File: src/acdc_pkg.sv
// Constants and types shared by the converter chop and differential control block
package acdc_pkg;

	// ==================================================================
	// Register bus shape
	localparam int unsigned ADDR_W = 16;
	localparam int unsigned DATA_W = 8;

	// ==================================================================
	// Register offsets
	localparam logic [15:0] OFS_BG_CHOP  = 16'h2106;
	localparam logic [15:0] OFS_DIFF     = 16'h210C;
	localparam logic [15:0] OFS_RS_CHOP  = 16'h2709;
	localparam logic [15:0] OFS_STATUS   = 16'h2710;

	// ==================================================================
	// Field positions
	localparam int unsigned BG_SEL_LSB   = 2;
	localparam int unsigned DIFF_LSB     = 4;
	localparam int unsigned RS_SEL_LSB   = 6;
	localparam int unsigned ST_BG_BIT    = 0;
	localparam int unsigned ST_RS_BIT    = 1;
	localparam int unsigned ST_BUSY_BIT  = 2;
	localparam int unsigned NUM_PAIRS    = 4;

	// ==================================================================
	// Reset values
	localparam logic [1:0] BG_SEL_RST    = 2'h0;
	localparam logic [1:0] RS_SEL_RST    = 2'h0;
	localparam logic [3:0] DIFF_RST      = 4'h0;
	localparam logic       CHOP_RST      = 1'b0;
	localparam logic [7:0] RDATA_RST     = 8'h00;

	// ==================================================================
	// Chop selection encodings
	localparam logic [1:0] CHOP_AUTO_A   = 2'h0;
	localparam logic [1:0] CHOP_POS      = 2'h1;
	localparam logic [1:0] CHOP_NEG      = 2'h2;
	localparam logic [1:0] CHOP_AUTO_B   = 2'h3;
	localparam logic       POL_POS       = 1'b0;
	localparam logic       POL_NEG       = 1'b1;

	// ==================================================================
	// Slot sequencer states
	typedef enum logic [0:0] {
		SEQ_IDLE = 1'b0,
		SEQ_RUN  = 1'b1
	} acdc_seq_state_t;

endpackage : acdc_pkg

File: src/acdc_edge_sync.sv
// Two-stage synchroniser with registered rising edge pulse
`timescale 1ns/1ps
`default_nettype none

module acdc_edge_sync (
	input  wire logic mclk,
	input  wire logic rstn,
	input  wire logic async_in,
	output logic      level_out,
	output logic      rise_out
);

	logic s1_r;
	logic s2_r;
	logic s3_r;
	logic rise_r;
	logic rise_nxt;

	always_comb begin
		rise_nxt = s2_r & ~s3_r;
	end

	// First stage feeds only the second stage
	always_ff @(posedge mclk or negedge rstn) begin
		if (!rstn) begin
			s1_r   <= 1'b0;
			s2_r   <= 1'b0;
			s3_r   <= 1'b0;
			rise_r <= 1'b0;
		end else begin
			s1_r   <= async_in;
			s2_r   <= s1_r;
			s3_r   <= s2_r;
			rise_r <= rise_nxt;
		end
	end

	assign level_out = s3_r;
	assign rise_out  = rise_r;

endmodule : acdc_edge_sync

`default_nettype wire

File: src/acdc_slot_seq.sv
// Multiplexer slot sequencer for single-ended and paired current inputs
`timescale 1ns/1ps
`default_nettype none

module acdc_slot_seq
	import acdc_pkg::*;
(
	input  wire logic                 mclk,
	input  wire logic                 rstn,
	input  wire logic                 frame_start,
	input  wire logic                 slot_step,
	input  wire logic [NUM_PAIRS-1:0] diff_en,
	output logic      [2:0]           slot_input,
	output logic                      slot_diff,
	output logic                      slot_busy
);

	acdc_seq_state_t        state_r;
	acdc_seq_state_t        state_nxt;
	logic [1:0]             pair_r;
	logic [1:0]             pair_nxt;
	logic                   half_r;
	logic                   half_nxt;
	logic [NUM_PAIRS-1:0]   snap_r;
	logic [NUM_PAIRS-1:0]   snap_nxt;
	logic                   diff_r;
	logic                   diff_nxt;

	// Pairing is frozen per frame so a mid-frame write cannot split a pair
	genvar gi;
	generate
		for (gi = 0; gi < NUM_PAIRS; gi++) begin : g_snap
			always_comb begin
				snap_nxt[gi] = frame_start ? diff_en[gi] : snap_r[gi];
			end
		end
	endgenerate

	always_comb begin
		state_nxt = state_r;
		pair_nxt  = pair_r;
		half_nxt  = half_r;
		if (frame_start) begin
			state_nxt = SEQ_RUN;
			pair_nxt  = 2'h0;
			half_nxt  = 1'b0;
		end else begin
			case (state_r)
				SEQ_IDLE: begin
					state_nxt = SEQ_IDLE;
				end
				SEQ_RUN: begin
					if (slot_step) begin
						if (snap_r[pair_r] || half_r) begin
							half_nxt = 1'b0;
							if (pair_r == 2'h3) begin
								state_nxt = SEQ_IDLE;
							end else begin
								pair_nxt = pair_r + 2'h1;
							end
						end else begin
							half_nxt = 1'b1;
						end
					end
				end
				default: begin
					state_nxt = SEQ_IDLE;
				end
			endcase
		end
	end

	// Registered so the pin comes straight from a flop, same cycle as the slot
	always_comb begin
		diff_nxt = snap_nxt[pair_nxt] & (state_nxt == SEQ_RUN);
	end

	always_ff @(posedge mclk or negedge rstn) begin
		if (!rstn) begin
			state_r <= SEQ_IDLE;
			pair_r  <= 2'h0;
			half_r  <= 1'b0;
			snap_r  <= DIFF_RST;
			diff_r  <= 1'b0;
		end else begin
			state_r <= state_nxt;
			pair_r  <= pair_nxt;
			half_r  <= half_nxt;
			snap_r  <= snap_nxt;
			diff_r  <= diff_nxt;
		end
	end

	assign slot_input = {pair_r, half_r};
	assign slot_diff  = diff_r;
	assign slot_busy  = (state_r == SEQ_RUN);

endmodule : acdc_slot_seq

`default_nettype wire

File: src/acdc_top.sv
// Bandgap and remote sensor chop control with current input pairing
//
// Overview of operation
// - Bandgap select: 00/11 toggle, 01 positive, 10 reversed
// - Bandgap chop changes only on frame-sync rise
// - Toggle mode holds at accumulation-end edge
// - Remote select: 00/11 flip per frame, 01/10 fixed
// - Four pair-enable bits 4..7, reset single-ended
`timescale 1ns/1ps
`default_nettype none

module acdc_top (
	input  wire logic                       mclk,
	input  wire logic                       rstn,
	input  wire logic [acdc_pkg::ADDR_W-1:0] reg_addr,
	input  wire logic [acdc_pkg::DATA_W-1:0] reg_wdata,
	input  wire logic                       reg_wr,
	input  wire logic                       reg_rd,
	output logic      [acdc_pkg::DATA_W-1:0] reg_rdata,
	input  wire logic                       mux_frame_sync,
	input  wire logic                       accum_interval_end,
	input  wire logic                       slot_step,
	output logic                            bandgap_chop,
	output logic                            remote_chop,
	output logic      [2:0]                 slot_input,
	output logic                            slot_diff,
	output logic                            slot_busy
);

	import acdc_pkg::*;

	// ==================================================================
	// Software-visible configuration
	logic [1:0]           bandgap_chop_select_r;
	logic [1:0]           bandgap_chop_select_nxt;
	logic [1:0]           remote_sensor_chop_select_r;
	logic [1:0]           remote_sensor_chop_select_nxt;
	logic [NUM_PAIRS-1:0] diff_en_r;
	logic [NUM_PAIRS-1:0] diff_en_nxt;
	logic [DATA_W-1:0]    rdata_r;
	logic [DATA_W-1:0]    rdata_nxt;

	logic                 pair01_differential_enable;
	logic                 pair23_differential_enable;
	logic                 pair45_differential_enable;
	logic                 pair67_differential_enable;

	assign pair01_differential_enable = diff_en_r[0];
	assign pair23_differential_enable = diff_en_r[1];
	assign pair45_differential_enable = diff_en_r[2];
	assign pair67_differential_enable = diff_en_r[3];

	// ==================================================================
	// Applied chop state
	logic                 bg_chop_r;
	logic                 bg_chop_nxt;
	logic                 rs_chop_r;
	logic                 rs_chop_nxt;

	// ==================================================================
	// Slot sequencer outputs; slot_busy_w is also read back through the status register
	logic [2:0]           slot_input_w;
	logic                 slot_diff_w;
	logic                 slot_busy_w;

	// ==================================================================
	// Frame sync from the multiplexer pin
	logic                 frame_rise;

	// Only the rising edge acts, so the synchronised level is left open
	acdc_edge_sync u_frame_sync (
		.mclk      (mclk),
		.rstn      (rstn),
		.async_in  (mux_frame_sync),
		.level_out (),
		.rise_out  (frame_rise)
	);

	// ==================================================================
	// Register writes
	always_comb begin
		bandgap_chop_select_nxt       = bandgap_chop_select_r;
		remote_sensor_chop_select_nxt = remote_sensor_chop_select_r;
		diff_en_nxt                   = diff_en_r;
		if (reg_wr) begin
			case (reg_addr)
				OFS_BG_CHOP: begin
					bandgap_chop_select_nxt = reg_wdata[BG_SEL_LSB +: 2];
				end
				OFS_DIFF: begin
					diff_en_nxt = reg_wdata[DIFF_LSB +: NUM_PAIRS];
				end
				OFS_RS_CHOP: begin
					remote_sensor_chop_select_nxt = reg_wdata[RS_SEL_LSB +: 2];
				end
				default: begin
					diff_en_nxt = diff_en_r;
				end
			endcase
		end
	end

	// ==================================================================
	// Register reads, data one cycle after the strobe
	always_comb begin
		rdata_nxt = RDATA_RST;
		if (reg_rd) begin
			case (reg_addr)
				OFS_BG_CHOP: begin
					rdata_nxt[BG_SEL_LSB +: 2] = bandgap_chop_select_r;
				end
				OFS_DIFF: begin
					rdata_nxt[DIFF_LSB +: NUM_PAIRS] = diff_en_r;
				end
				OFS_RS_CHOP: begin
					rdata_nxt[RS_SEL_LSB +: 2] = remote_sensor_chop_select_r;
				end
				OFS_STATUS: begin
					rdata_nxt[ST_BG_BIT]   = bg_chop_r;
					rdata_nxt[ST_RS_BIT]   = rs_chop_r;
					rdata_nxt[ST_BUSY_BIT] = slot_busy_w;
				end
				default: begin
					rdata_nxt = RDATA_RST;
				end
			endcase
		end
	end

	// ==================================================================
	// Chop state updates on the frame-sync rising edge
	always_comb begin
		bg_chop_nxt = bg_chop_r;
		rs_chop_nxt = rs_chop_r;
		if (frame_rise) begin
			case (bandgap_chop_select_r)
				CHOP_POS: begin
					bg_chop_nxt = POL_POS;
				end
				CHOP_NEG: begin
					bg_chop_nxt = POL_NEG;
				end
				CHOP_AUTO_A, CHOP_AUTO_B: begin
					// Hold across the closing edge so each interval sees both halves
					bg_chop_nxt = accum_interval_end ? bg_chop_r : ~bg_chop_r;
				end
				default: begin
					bg_chop_nxt = bg_chop_r;
				end
			endcase
			case (remote_sensor_chop_select_r)
				CHOP_POS: begin
					rs_chop_nxt = POL_POS;
				end
				CHOP_NEG: begin
					rs_chop_nxt = POL_NEG;
				end
				CHOP_AUTO_A, CHOP_AUTO_B: begin
					rs_chop_nxt = ~rs_chop_r;
				end
				default: begin
					rs_chop_nxt = rs_chop_r;
				end
			endcase
		end
	end

	// ==================================================================
	// State registers
	always_ff @(posedge mclk or negedge rstn) begin
		if (!rstn) begin
			bandgap_chop_select_r       <= BG_SEL_RST;
			remote_sensor_chop_select_r <= RS_SEL_RST;
			diff_en_r                   <= DIFF_RST;
			rdata_r                     <= RDATA_RST;
			bg_chop_r                   <= CHOP_RST;
			rs_chop_r                   <= CHOP_RST;
		end else begin
			bandgap_chop_select_r       <= bandgap_chop_select_nxt;
			remote_sensor_chop_select_r <= remote_sensor_chop_select_nxt;
			diff_en_r                   <= diff_en_nxt;
			rdata_r                     <= rdata_nxt;
			bg_chop_r                   <= bg_chop_nxt;
			rs_chop_r                   <= rs_chop_nxt;
		end
	end

	// ==================================================================
	// Multiplexer slot sequence
	acdc_slot_seq u_slot_seq (
		.mclk        (mclk),
		.rstn        (rstn),
		.frame_start (frame_rise),
		.slot_step   (slot_step),
		.diff_en     ({pair67_differential_enable, pair45_differential_enable,
		               pair23_differential_enable, pair01_differential_enable}),
		.slot_input  (slot_input_w),
		.slot_diff   (slot_diff_w),
		.slot_busy   (slot_busy_w)
	);

	assign reg_rdata    = rdata_r;
	assign bandgap_chop = bg_chop_r;
	assign remote_chop  = rs_chop_r;
	assign slot_input   = slot_input_w;
	assign slot_diff    = slot_diff_w;
	assign slot_busy    = slot_busy_w;

endmodule : acdc_top

`default_nettype wire

File: config.mk
export PLATFORM = sky130hd
export DESIGN_NAME = acdc_top
export DESIGN_NICKNAME = d
export VERILOG_FILES = /design/src/acdc_pkg.sv /design/src/acdc_edge_sync.sv /design/src/acdc_slot_seq.sv /design/src/acdc_top.sv
export SDC_FILE = /design/constraint.sdc
export NUM_CORES = 1
export LEC_CHECK = 0
export BUFFER_PORTS_ARGS = -buffer_cell sky130_fd_sc_hd__buf_2
export CORE_ASPECT_RATIO = 0.75
export CORE_MARGIN = 10
export CORE_UTILIZATION = 54
export DETAILED_ROUTE_END_ITERATION = 16
export PLACE_DENSITY = 0.91
export SYNTH_ARGS = -nofsm -noshare
export SYNTH_HDL_FRONTEND = slang
export SYNTH_SLANG_ARGS = --single-unit
File: constraint.sdc
create_clock -name mclk -period 2.2 [get_ports mclk]
set_clock_uncertainty 0.05 [all_clocks]
set_input_delay 0.11 -clock mclk [delete_from_list [all_inputs] [get_ports mclk]]
set_output_delay 0.11 -clock mclk [all_outputs]
set_load 0.02 [all_outputs]
==> out/qor.json, run 1 <==
{
  "route.vias.total": {"value": 1234},
  "antenna_found_initial": {"value": 0},
  "maxSlewViolCount": {"value": 0},
  "peakVddDrop": {"value": 428, "unit": "uV"},
  "io-pin-count": {"value": 46},
  "setup.worst_path.start_class": {"value": "primary input"},
  "crit_type": {"value": "primary input to register"},
  "seqPwrFrac": {"value": 50.5, "unit": "%"},
  "numClockSinks": {"value": 31},
  "die_h": {"value": 65.4, "unit": "um"},
  "critPathMaxFanout": {"value": 5},
  "first_global_vias": {"value": 1274},
  "cts_tree": {"value": "done"},
  "setup_viols_final": {"value": 0},
  "yosysMostFrequentCell": {"value": "dfrtp_1"},
  "worstReg2RegEnd": {"value": "u_slot_seq.slot_diff"},
  "number_of_synthesized_flops_with_an_enable_pin": {"value": 0},
  "yosys-top-cells-count": {"value": "dfrtp_1 (31), inv_1 (12), mux2_2 (11), nor2_1 (9), nor3_1 (7)"},
  "pwr-share-clk": {"value": 35.8, "unit": "%"},
  "synth_top_cells_by_area": {"value": "dfrtp_1 (52%), mux2_2 (8.4%), ha_1 (3.4%), inv_1 (3.0%), nor3_1 (2.4%)"},
  "grt_setup_unrepaired": {"value": "no"},
  "n_antenna_cell": {"value": 0},
  "dr_wl_met3": {"value": 244, "unit": "um"},
  "relSlewSlack": {"value": 55.5, "unit": "%"},
  "synthesis.area_per_instance": {"value": 11.2, "unit": "sq um"},
  "min_from": {"value": "reg_wdata[3]"},
  "cts_inserted_buffers": {"value": 5},
  "drt_iter0_drc": {"value": 199},
  "grtUsageTotal": {"value": 14.8, "unit": "%"},
  "p_leak": {"value": 0.000884, "unit": "uW"},
  "cp-end-kind": {"value": "register"},
  "start_util": {"value": 56.5, "unit": "%"},
  "fin_nets": {"value": 215},
  "postSynthCellCount": {"value": 132},
  "grt_start_max_net_pins": {"value": 32},
  "timing.rr.start": {"value": "u_slot_seq.pair_r[1]"},
  "clkSlewWorstSetupHoldPaths": {"value": 0.06, "unit": "ns"},
  "rows": {"value": 16},
  "timing.max_cap.violations": {"value": 0},
  "total_switching_power": {"value": 328, "unit": "uW"},
  "r2r_setup_slack": {"value": 0.56, "unit": "ns"},
  "syn-num-nets": {"value": 167},
  "reg2reg_depth": {"value": 3},
  "cellInternalPower": {"value": 911, "unit": "uW"},
  "worst_ep_required_time": {"value": 2.32, "unit": "ns"},
  "final.min_clock_period": {"value": 1.76, "unit": "ns"},
  "synth_top_cell_by_area": {"value": "dfrtp_1"},
  "pwr-share-comb": {"value": 13.7, "unit": "%"},
  "worst_ep_arrival_time": {"value": 1.87, "unit": "ns"},
  "flow.area_growth_from_synthesis": {"value": 24.0, "unit": "%"},
  "core_area": {"value": 2620, "unit": "sq um"},
  "clk_path_buf_depth": {"value": 2},
  "synth.ff_latch_count": {"value": 31},
  "report.final.hold_viol_count": {"value": 0},
  "synthArstFlopShare": {"value": 100, "unit": "%"},
  "synthesis.area": {"value": 1480, "unit": "sq um"},
  "place.gp.congestion": {"value": 0.873},
  "synth-warning-count": {"value": 0},
  "clock-root-buffer": {"value": "clkbuf_8"},
  "grt_overflow_total": {"value": 0},
  "worst_pin_slew": {"value": 0.668, "unit": "ns"},
  "routedLengthMet1": {"value": 1380, "unit": "um"},
  "run_status": {"value": "finished clean"},
  "worstHoldEndpoint": {"value": "bandgap_chop_select_r[1]"},
  "power_density": {"value": 675, "unit": "nW/um^2"},
  "detail_route.wl_per_cell": {"value": 16.9, "unit": "um"},
  "dominant_register_cell_in_the_synthesized_netlist": {"value": "dfrtp_1"},
  "power_switching_share": {"value": 26.4, "unit": "%"},
  "hpwlAfterDp": {"value": 2790, "unit": "um"},
  "dieArea": {"value": 5260, "unit": "sq um"},
  "via_per_inst": {"value": 5.71},
  "synth.yosys.seq_area_share": {"value": 52.4, "unit": "%"},
  "detail-route-antenna-nets": {"value": 0},
  "worstHoldPathType": {"value": "primary input to register"},
  "drt_pre_antenna_iters": {"value": 4},
  "hold_path_depth": {"value": 2},
  "total_negative_slack_for_setup_checks": {"value": 0, "unit": "ns"},
  "drt-total-wl": {"value": 3650, "unit": "um"},
  "upper_clock_frequency_limit": {"value": 569, "unit": "MHz"},
  "fin_crit_sh": {"value": 79.8, "unit": "%"},
  "drc": {"value": 0},
  "wl_met2": {"value": 1860, "unit": "um"},
  "count_of_unique_library_cells_instantiated_by_yosys": {"value": 39},
  "final_layout_size_suffix_gt1_share": {"value": 37.8, "unit": "%"},
  "grt_pass1_wl": {"value": 5980, "unit": "um"},
  "layout.core_utilization": {"value": 70.0, "unit": "%"},
  "h_tree_depth": {"value": 2},
  "totalPowerFinal": {"value": 1240, "unit": "uW"},
  "clkLatencyLatePin": {"value": 0.29, "unit": "ns"},
  "count_of_cells_resized_by_post_cts_repair": {"value": 0},
  "die_width": {"value": 80.5, "unit": "um"},
  "io_buffer_count": {"value": 43},
  "routed.top_layer": {"value": "met4"},
  "synth.top_cell.area_share": {"value": 52.4, "unit": "%"}
}
cell usage in the layout, fill, tap and decap left out, types with 2 or more instances in the layout:
master and count:
a21oi_1 6, nand3_1 2, nand4_1 3, nor3_1 7, dfrtp_1 31, mux2_2 11
nor4b_1 2, o2111ai_1 2, dlygate4sd3_1 3, nor2_1 9, a22oi_1 2, nor2b_1 3
nand2_1 4, or4b_4 2, ha_1 4, nand2b_1 3, o22ai_1 2, and2_1 2
clkbuf_8 6, inv_1 12, buf_2 43, a31oi_1 2
sequential cells by signal, summed over array words and instances, names as in the netlist, 2 cells and up:
name and cells:
u_slot_seq.snap_r 4, bandgap_chop_select_r 2, u_slot_seq.pair_r 2, remote_sensor_chop_select_r 2, reg_rdata 8, diff_en_r 4
routing by layer:
layer  track usage, %  up-vias
met5                0        -
met4             9.21        0
met3             6.66       16
met2             23.9       43
met1             15.5      603
li1                 -      572
layout make-up:
type	instances	area, sq um
inverters	12	45.0
repair buffers	46	245
fillers	206	786
flip-flops and latches	31	776
well taps	36	45.0
clock buffers	6	82.6
clock inverters	1	5.00
multi-input cells	84	638
stage by stage:
stage	cell area, sq um	setup slack (ns)	hold WS, ns	instances
floorplan	1480	0.348	-0.236	132
global placement	1720	0.179	0.128	206
detailed placement	1720	0.143	0.138	206
CTS	1840	0.448	0.00998	216
global route	1840	0.374	0.0152	216
finish	1840	0.444	0.0140	216
logic make-up after synthesis:
| family | synth area share, % |
|---|---|
| buf+inv | 4.56 |
| simple gates | 18.7 |
| flops | 52.4 |
| mux | 10.6 |
| fa+ha+maj | 3.38 |
| compound gates | 10.5 |
worst max-delay path: stages:
cell,delay (ns)
buf_2,0.13
or4b_4,0.56
or4b_4,0.55
nor2_4,0.18
mux2_2,0.35
power by group through the flow:
stage | sequential, uW | clock (uW) | combinational [uW]
after global routing | 631 | 481 | 185
after CTS | 625 | 454 | 170
after floorplan | 639 | 0 | 85.2
after global placement | 632 | 0 | 157
final | 626 | 444 | 169
after detailed placement | 636 | 0 | 165
worst max path at each step:
| stage | from | endpoint | slack [ns] | cells past startpoint |
|---|---|---|---|---|
| after floorplan | reg_addr[4] | diff_en_r[0] | 0.35 | 4 |
| after global placement | reg_addr[4] | diff_en_r[3] | 0.18 | 5 |
| after detailed placement | reg_addr[4] | diff_en_r[0] | 0.14 | 5 |
| after CTS | reg_addr[4] | diff_en_r[0] | 0.45 | 5 |
| after global routing | u_slot_seq.pair_r[1] | u_slot_seq.slot_diff | 0.37 | 3 |
| final | reg_addr[4] | diff_en_r[0] | 0.44 | 5 |
repair_timing:
action	CTS	global route
hold endpoints to repair	33	0
endpoints found under the setup margin	0	0
buffers inserted	0	0
hold buffers	3	0
Power figures use the tool's default switching activity.
==> run 2, diff against run 1 <==
Settings changed: CORE_UTILIZATION 54 to 50, PLACE_DENSITY 0.91 to 0.85.
Clock period 2.2 ns to 1.7 ns, I/O delays scaled along.
==> out/qor.json, run 2 (synthesis gave the netlist of run 1 again) <==
{
  "run_status": {"value": "finished clean"},
  "setup.worst_path.start_class": {"value": "primary input"},
  "most_frequent_cells_in_the_layout": {"value": "buf_2 (43), dfrtp_1 (31), inv_1 (12)"},
  "fin_crit_sh": {"value": 96.6, "unit": "%"},
  "clock-root-buffer": {"value": "clkbuf_8"},
  "report.final.hold_viol_count": {"value": 0, "change": "unchanged"},
  "total_switching_power": {"value": 426, "unit": "uW", "change": "+30%"},
  "worst_ep_required_time": {"value": 1.81, "unit": "ns", "change": "-0.51 ns"},
  "io-pin-count": {"value": 46, "change": "unchanged"},
  "drt_pre_antenna_iters": {"value": 4, "change": "unchanged"},
  "place.gp.congestion": {"value": 0.869, "change": "-0.48%"},
  "numClockSinks": {"value": 31, "change": "unchanged"},
  "h_tree_depth": {"value": 2, "change": "unchanged"},
  "total_negative_slack_for_setup_checks": {"value": 0, "unit": "ns", "change": "unchanged"},
  "worst_pin_slew": {"value": 0.687, "unit": "ns", "change": "+0.0196 ns"},
  "dieArea": {"value": 5560, "unit": "sq um", "change": "+5.7%"},
  "via_per_inst": {"value": 5.54, "change": "-3.1%"},
  "layout_commonest_cell": {"value": "buf_2"},
  "rows": {"value": 17, "change": "+1"},
  "die_width": {"value": 82.9, "unit": "um", "change": "+2.9%"},
  "grtUsageTotal": {"value": 13.3, "unit": "%", "change": "-1.6 points"},
  "final_layout_size_suffix_gt1_share": {"value": 41.3, "unit": "%", "change": "+3.5 points"},
  "fin_nets": {"value": 225, "change": "+4.7%"},
  "clk_path_buf_depth": {"value": 2, "change": "unchanged"},
  "detail-route-antenna-nets": {"value": 0, "change": "unchanged"},
  "worstHoldPathType": {"value": "primary input to register"},
  "detail_route.wl_per_cell": {"value": 16.9, "unit": "um", "change": "+0.13%"},
  "crit_type": {"value": "primary input to register"},
  "route.vias.total": {"value": 1257, "change": "+1.9%"},
  "p_leak": {"value": 0.000930, "unit": "uW", "change": "+5.2%"},
  "pwr-share-clk": {"value": 33.0, "unit": "%", "change": "-2.8 points"},
  "clkSlewWorstSetupHoldPaths": {"value": 0.06, "unit": "ns", "change": "about the same"},
  "timing.hold.ws": {"value": 0.00858, "unit": "ns", "change": "-0.00538 ns"},
  "relSlewSlack": {"value": 54.2, "unit": "%", "change": "-1.3 points"},
  "core_area": {"value": 2890, "unit": "sq um", "change": "+10%"},
  "peakVddDrop": {"value": 524, "unit": "uV", "change": "+22%"},
  "dpl.cell_count": {"value": 217, "change": "+5.3%"},
  "cts_setup_buffers": {"value": 0, "change": "unchanged"},
  "cellInternalPower": {"value": 1150, "unit": "uW", "change": "+27%"},
  "antenna_found_initial": {"value": 0, "change": "unchanged"},
  "drc": {"value": 0, "change": "unchanged"},
  "first_global_vias": {"value": 1232, "change": "-3.3%"},
  "die_h": {"value": 67.1, "unit": "um", "change": "+2.7%"},
  "totalPowerFinal": {"value": 1580, "unit": "uW", "change": "+27%"},
  "setup_slack": {"value": 0.0571, "unit": "ns", "change": "-0.387 ns"},
  "maxSlewViolCount": {"value": 0, "change": "unchanged"},
  "start_util": {"value": 51.2, "unit": "%", "change": "-5.3 points"},
  "grt_pass1_wl": {"value": 5990, "unit": "um", "change": "+0.12%"},
  "upper_clock_frequency_limit": {"value": 609, "unit": "MHz"},
  "clkLatencyLatePin": {"value": 0.28, "unit": "ns", "change": "about the same"},
  "timing.max_cap.violations": {"value": 0, "change": "unchanged"},
  "cts_tree": {"value": "done"},
  "flow.area_growth_from_synthesis": {"value": 30.3, "unit": "%"},
  "seqPwrFrac": {"value": 51.4, "unit": "%", "change": "+0.9 points"},
  "io_buffer_count": {"value": 43, "change": "unchanged"},
  "cp-end-kind": {"value": "register"},
  "grt_setup_unrepaired": {"value": "no"},
  "place_worst_setup_slack": {"value": -0.226, "unit": "ns", "change": "-0.369 ns"},
  "grt_start_max_net_pins": {"value": 32, "change": "unchanged"},
  "layout.cells.non_filler": {"value": 227, "change": "+5.1%"},
  "n_antenna_cell": {"value": 0, "change": "unchanged"},
  "pwr-share-comb": {"value": 15.6, "unit": "%", "change": "+1.9 points"},
  "largest_reg_flops": {"value": 8, "change": "unchanged"},
  "drt-total-wl": {"value": 3840, "unit": "um", "change": "+5.2%"},
  "hpwlAfterDp": {"value": 2800, "unit": "um", "change": "+0.31%"},
  "grt_overflow_total": {"value": 0, "change": "unchanged"},
  "power_switching_share": {"value": 27.0, "unit": "%", "change": "+0.53 points"},
  "setup_viols_final": {"value": 0, "change": "unchanged"},
  "worst_ep_arrival_time": {"value": 1.75, "unit": "ns", "change": "-0.12 ns"},
  "power_density": {"value": 818, "unit": "nW/um^2", "change": "+21%"},
  "critPathMaxFanout": {"value": 4, "change": "-1"},
  "cts_inserted_buffers": {"value": 5, "change": "unchanged"},
  "drt_iter0_drc": {"value": 105, "change": "-47%"},
  "final.min_clock_period": {"value": 1.64, "unit": "ns"}
}
run 2: cell count changes in the layout (fill, tap and decap cells not counted), sizes merged:
| cell | change |
|---|---|
| clkinv | -1 |
| buf | +9 |
| dlygate4sd3 | +1 |
run 2: routing by layer:
metal	part of all wire, %	up-vias	routed length (um)	track usage (%)
met5	0	-	0	0
met4	0.55	0	21	3.81
met3	6.0	2	232	3.97
met2	51	43	1960	23.7
met1	42	613	1630	15.4
li1	-	599	-	-
run 2: path summary, 6_finish.rpt:
check,startpoint,to,slack [ns],depth (start not counted)
setup / recovery,reg_addr[4],diff_en_r[3],0.06,5
hold / removal,reg_wdata[5],diff_en_r[1],0.009,2
setup reg to reg,u_slot_seq.pair_r[0],u_slot_seq.slot_diff,0.15,4
hold reg to reg,u_frame_sync.s1_r,u_frame_sync.s2_r,0.30,0
max in group asynchronous,rstn,u_slot_seq.slot_diff,0.78,2
min in group asynchronous,rstn,reg_rdata[6],0.38,2
run 2: power groups by stage:
stage	logic (uW)	clock network, uW	registers, uW
finish	247	521	811
global route	272	559	819
CTS	234	523	806
detailed placement	227	0	818
global placement	216	0	816
floorplan	110	0	828
run 2: what timing repair did:
item / 4_1_cts / 5_1_grt
hold buffers: 3 / 1
gates resized for setup: 1 / 4
endpoints found under the setup margin: 1 / 1
hold endpoints to repair: 33 / 1
gates cloned: 0 / 0
run 2: worst max-delay path, stage by stage:
cell and delay [ns]:
buf_2 0.11, or4b_4 0.53, or4b_4 0.52, nor2_4 0.15, mux2_2 0.34
run 2: final cells by class:
type                       instances  area [sq um]
sequential                        31           776
tap                               38          47.5
clock buffer                       6          72.6
fill                             242           962
inverter                          12          45.0
multi-input combinational         84           667
timing repair buffer              56           323
run 2: metrics by stage:
step                      instance area (sq um)  util, %
after detailed placement                   1790     61.9
after floorplan                            1480        -
after global placement                     1790     61.9
final                                      1930     66.7
after global routing                       1930     66.7
after CTS                                  1890     65.4
==> run 3, diff against run 2 <==
Settings changed: CTS_BUF_LIST set to sky130_fd_sc_hd__clkbuf_16, SETUP_SLACK_MARGIN set to 0.4.
==> out/qor.json, run 3 (synthesis gave the netlist of run 1 again) <==
{
  "run_status": {"value": "finished clean"},
  "critPathMaxFanout": {"value": 4, "change": "unchanged"},
  "cts_tree": {"value": "done"},
  "grt_setup_unrepaired": {"value": "yes"},
  "place.gp.congestion": {"value": 0.909, "change": "+4.6%"},
  "antenna_found_initial": {"value": 0, "change": "unchanged"},
  "h_tree_depth": {"value": 2, "change": "unchanged"},
  "die_h": {"value": 67.1, "unit": "um", "change": "unchanged"},
  "io-pin-count": {"value": 46, "change": "unchanged"},
  "peakVddDrop": {"value": 660, "unit": "uV", "change": "+26%"},
  "critical-path-top-cell-by-count": {"value": "or4b_4"},
  "total_negative_slack_for_setup_checks": {"value": 0, "unit": "ns", "change": "unchanged"},
  "report.final.hold_viol_count": {"value": 0, "change": "unchanged"},
  "p_leak": {"value": 0.00104, "unit": "uW", "change": "+12%"},
  "die_width": {"value": 82.9, "unit": "um", "change": "unchanged"},
  "worstSetupStartpoint": {"value": "reg_addr[4]"},
  "cp-end-kind": {"value": "register"},
  "maxSlewViolCount": {"value": 0, "change": "unchanged"},
  "cts_inserted_buffers": {"value": 5, "change": "unchanged"},
  "drt_iter0_drc": {"value": 115, "change": "+9.5%"},
  "route.vias.total": {"value": 1374, "change": "+9.3%"},
  "critical_path.max_stage_delay": {"value": 0.53, "unit": "ns", "change": "about the same"},
  "setup_viols_final": {"value": 0, "change": "unchanged"},
  "relSlewSlack": {"value": 54.0, "unit": "%", "change": "-0.20 points"},
  "detail-route-antenna-nets": {"value": 0, "change": "unchanged"},
  "timing.rr.start": {"value": "u_slot_seq.pair_r[1]"},
  "n_antenna_cell": {"value": 0, "change": "unchanged"},
  "timing.max_cap.violations": {"value": 0, "change": "unchanged"},
  "layout.core_utilization": {"value": 77.3, "unit": "%", "change": "+11 points"},
  "numClockSinks": {"value": 31, "change": "unchanged"},
  "clkLatencyLatePin": {"value": 0.27, "unit": "ns", "change": "about the same"},
  "grt_start_max_net_pins": {"value": 32, "change": "unchanged"},
  "start_util": {"value": 51.2, "unit": "%", "change": "unchanged"},
  "grtUsageTotal": {"value": 16.0, "unit": "%", "change": "+2.8 points"},
  "layout.cells.non_filler": {"value": 240, "change": "+5.7%"},
  "via_per_inst": {"value": 5.73, "change": "+3.4%"},
  "crit_type": {"value": "primary input to register"},
  "layout_commonest_cell": {"value": "buf_2"},
  "fin_crit_sh": {"value": 97.7, "unit": "%", "change": "+1.1 points"},
  "io_buffer_count": {"value": 43, "change": "unchanged"},
  "final.min_clock_period": {"value": 1.66, "unit": "ns", "change": "+0.0182 ns"},
  "dpl.cell_count": {"value": 215, "change": "-0.92%"},
  "rows": {"value": 17, "change": "unchanged"},
  "clk_path_buf_depth": {"value": 2, "change": "unchanged"},
  "largest_reg_flops": {"value": 8, "change": "unchanged"},
  "first_global_vias": {"value": 1429, "change": "+16%"},
  "power_density": {"value": 872, "unit": "nW/um^2", "change": "+6.6%"},
  "dieArea": {"value": 5560, "unit": "sq um", "change": "unchanged"},
  "cpMaxStageDelayCell": {"value": "or4b_4"},
  "sequential_cell_area": {"value": 782, "unit": "sq um", "change": "+0.81%"},
  "worstPathCellList": {"value": "buf_6 > or4b_4 > or4b_4 > nor2_4 > mux2_2"},
  "fin_nets": {"value": 236, "change": "+4.9%"},
  "drc": {"value": 0, "change": "unchanged"},
  "upper_clock_frequency_limit": {"value": 602, "unit": "MHz", "change": "-1.1%"},
  "drt_pre_antenna_iters": {"value": 4, "change": "unchanged"},
  "core_area": {"value": 2890, "unit": "sq um", "change": "unchanged"},
  "worst_pin_slew": {"value": 0.690, "unit": "ns", "change": "+0.00301 ns"},
  "hpwlAfterDp": {"value": 3010, "unit": "um", "change": "+7.5%"},
  "grt_pass1_wl": {"value": 7120, "unit": "um", "change": "+19%"},
  "clkSlewWorstSetupHoldPaths": {"value": 0.05, "unit": "ns", "change": "about the same"},
  "drt-total-wl": {"value": 4570, "unit": "um", "change": "+19%"},
  "final_layout_size_suffix_gt1_share": {"value": 56.9, "unit": "%", "change": "+16 points"},
  "min_from": {"value": "reg_wdata[7]"},
  "worstHoldPathType": {"value": "primary input to register"},
  "setup.worst_path.start_class": {"value": "primary input"},
  "flow.area_growth_from_synthesis": {"value": 50.9, "unit": "%"},
  "fillCellCount": {"value": 180, "change": "-26%"},
  "multiInputGateArea": {"value": 803, "unit": "sq um", "change": "+20%"},
  "worst_ep_required_time": {"value": 1.80, "unit": "ns", "change": "about the same"},
  "grt_overflow_total": {"value": 0, "change": "unchanged"},
  "clock-root-buffer": {"value": "clkbuf_16"},
  "detail_route.wl_per_cell": {"value": 19.0, "unit": "um", "change": "+12%"},
  "most_frequent_cells_in_the_layout": {"value": "buf_2 (41), dfrtp_1 (26), buf_4 (19)"},
  "worst_ep_arrival_time": {"value": 1.76, "unit": "ns", "change": "about the same"}
}
==> run 3: power by group <==
part	leakage, uW	total [uW]	switching [uW]	internal, uW
combinational	0.000565	300	156	145
clock	0.0000701	827	301	525
sequential	0.000407	822	50.3	772
total	0.00104	1950	507	1440
==> run 3: path summary, 6_finish.rpt <==
kind | end | slack [ns] | cells after the start
min reg2reg | u_frame_sync.s2_r | 0.30 | 0
min in group asynchronous | reg_rdata[6] | 0.35 | 2
min | remote_sensor_chop_select_r[1] | 0.03 | 2
max | diff_en_r[2] | 0.04 | 5
max in group asynchronous | u_slot_seq.half_r | 0.77 | 2
max reg2reg | u_slot_seq.slot_diff | 0.30 | 4
==> run 3: timing repair <==
| item | in CTS | in global routing |
|---|---|---|
| hold buffers | 4 | 0 |
| gates resized for setup | 19 | 13 |
| setup endpoints to repair | 14 | 19 |
| pin swaps | 6 | 7 |
| setup buffers | 7 | 6 |
| hold endpoints to repair | 34 | 0 |
| gates cloned | 0 | 0 |
==> run 3: worst max-delay path: cells and delay by family <==
family | cells | cell delay, ns
buf+inv | 1 | 0.09
mux | 1 | 0.36
simple gates | 3 | 1.22
==> run 3: final cells by class <==
cell class	instances	area share, %
multi-input cells	84	35.9
flip-flops and latches	31	35.0
repair buffers	67	18.9
clock buffers	5	5.60
well taps	38	2.13
inverters	12	2.01
clock inverters	3	0.504
==> run 3: metrics by stage <==
step | area (sq um) | total power (uW) | setup WS [ns] | hold slack [ns]
floorplan | 1560 | 973 | -0.0681 | -0.261
global placement | 1830 | 1050 | -0.180 | 0.0896
detailed placement | 1830 | 1070 | -0.222 | 0.110
CTS | 2140 | 1940 | 0.0548 | 0.00424
global route | 2240 | 2030 | 0.0357 | 0.0172
finish | 2240 | 1950 | 0.0388 | 0.0276
==> run 3: routing by layer <==
metal | share of wire [%] | vias up | global-route usage, %
li1 | - | 622 | -
met1 | 40 | 690 | 17.1
met2 | 52 | 46 | 28.6
met3 | 4.8 | 16 | 4.81
met4 | 3.4 | 0 | 9.32
met5 | 0 | - | 0
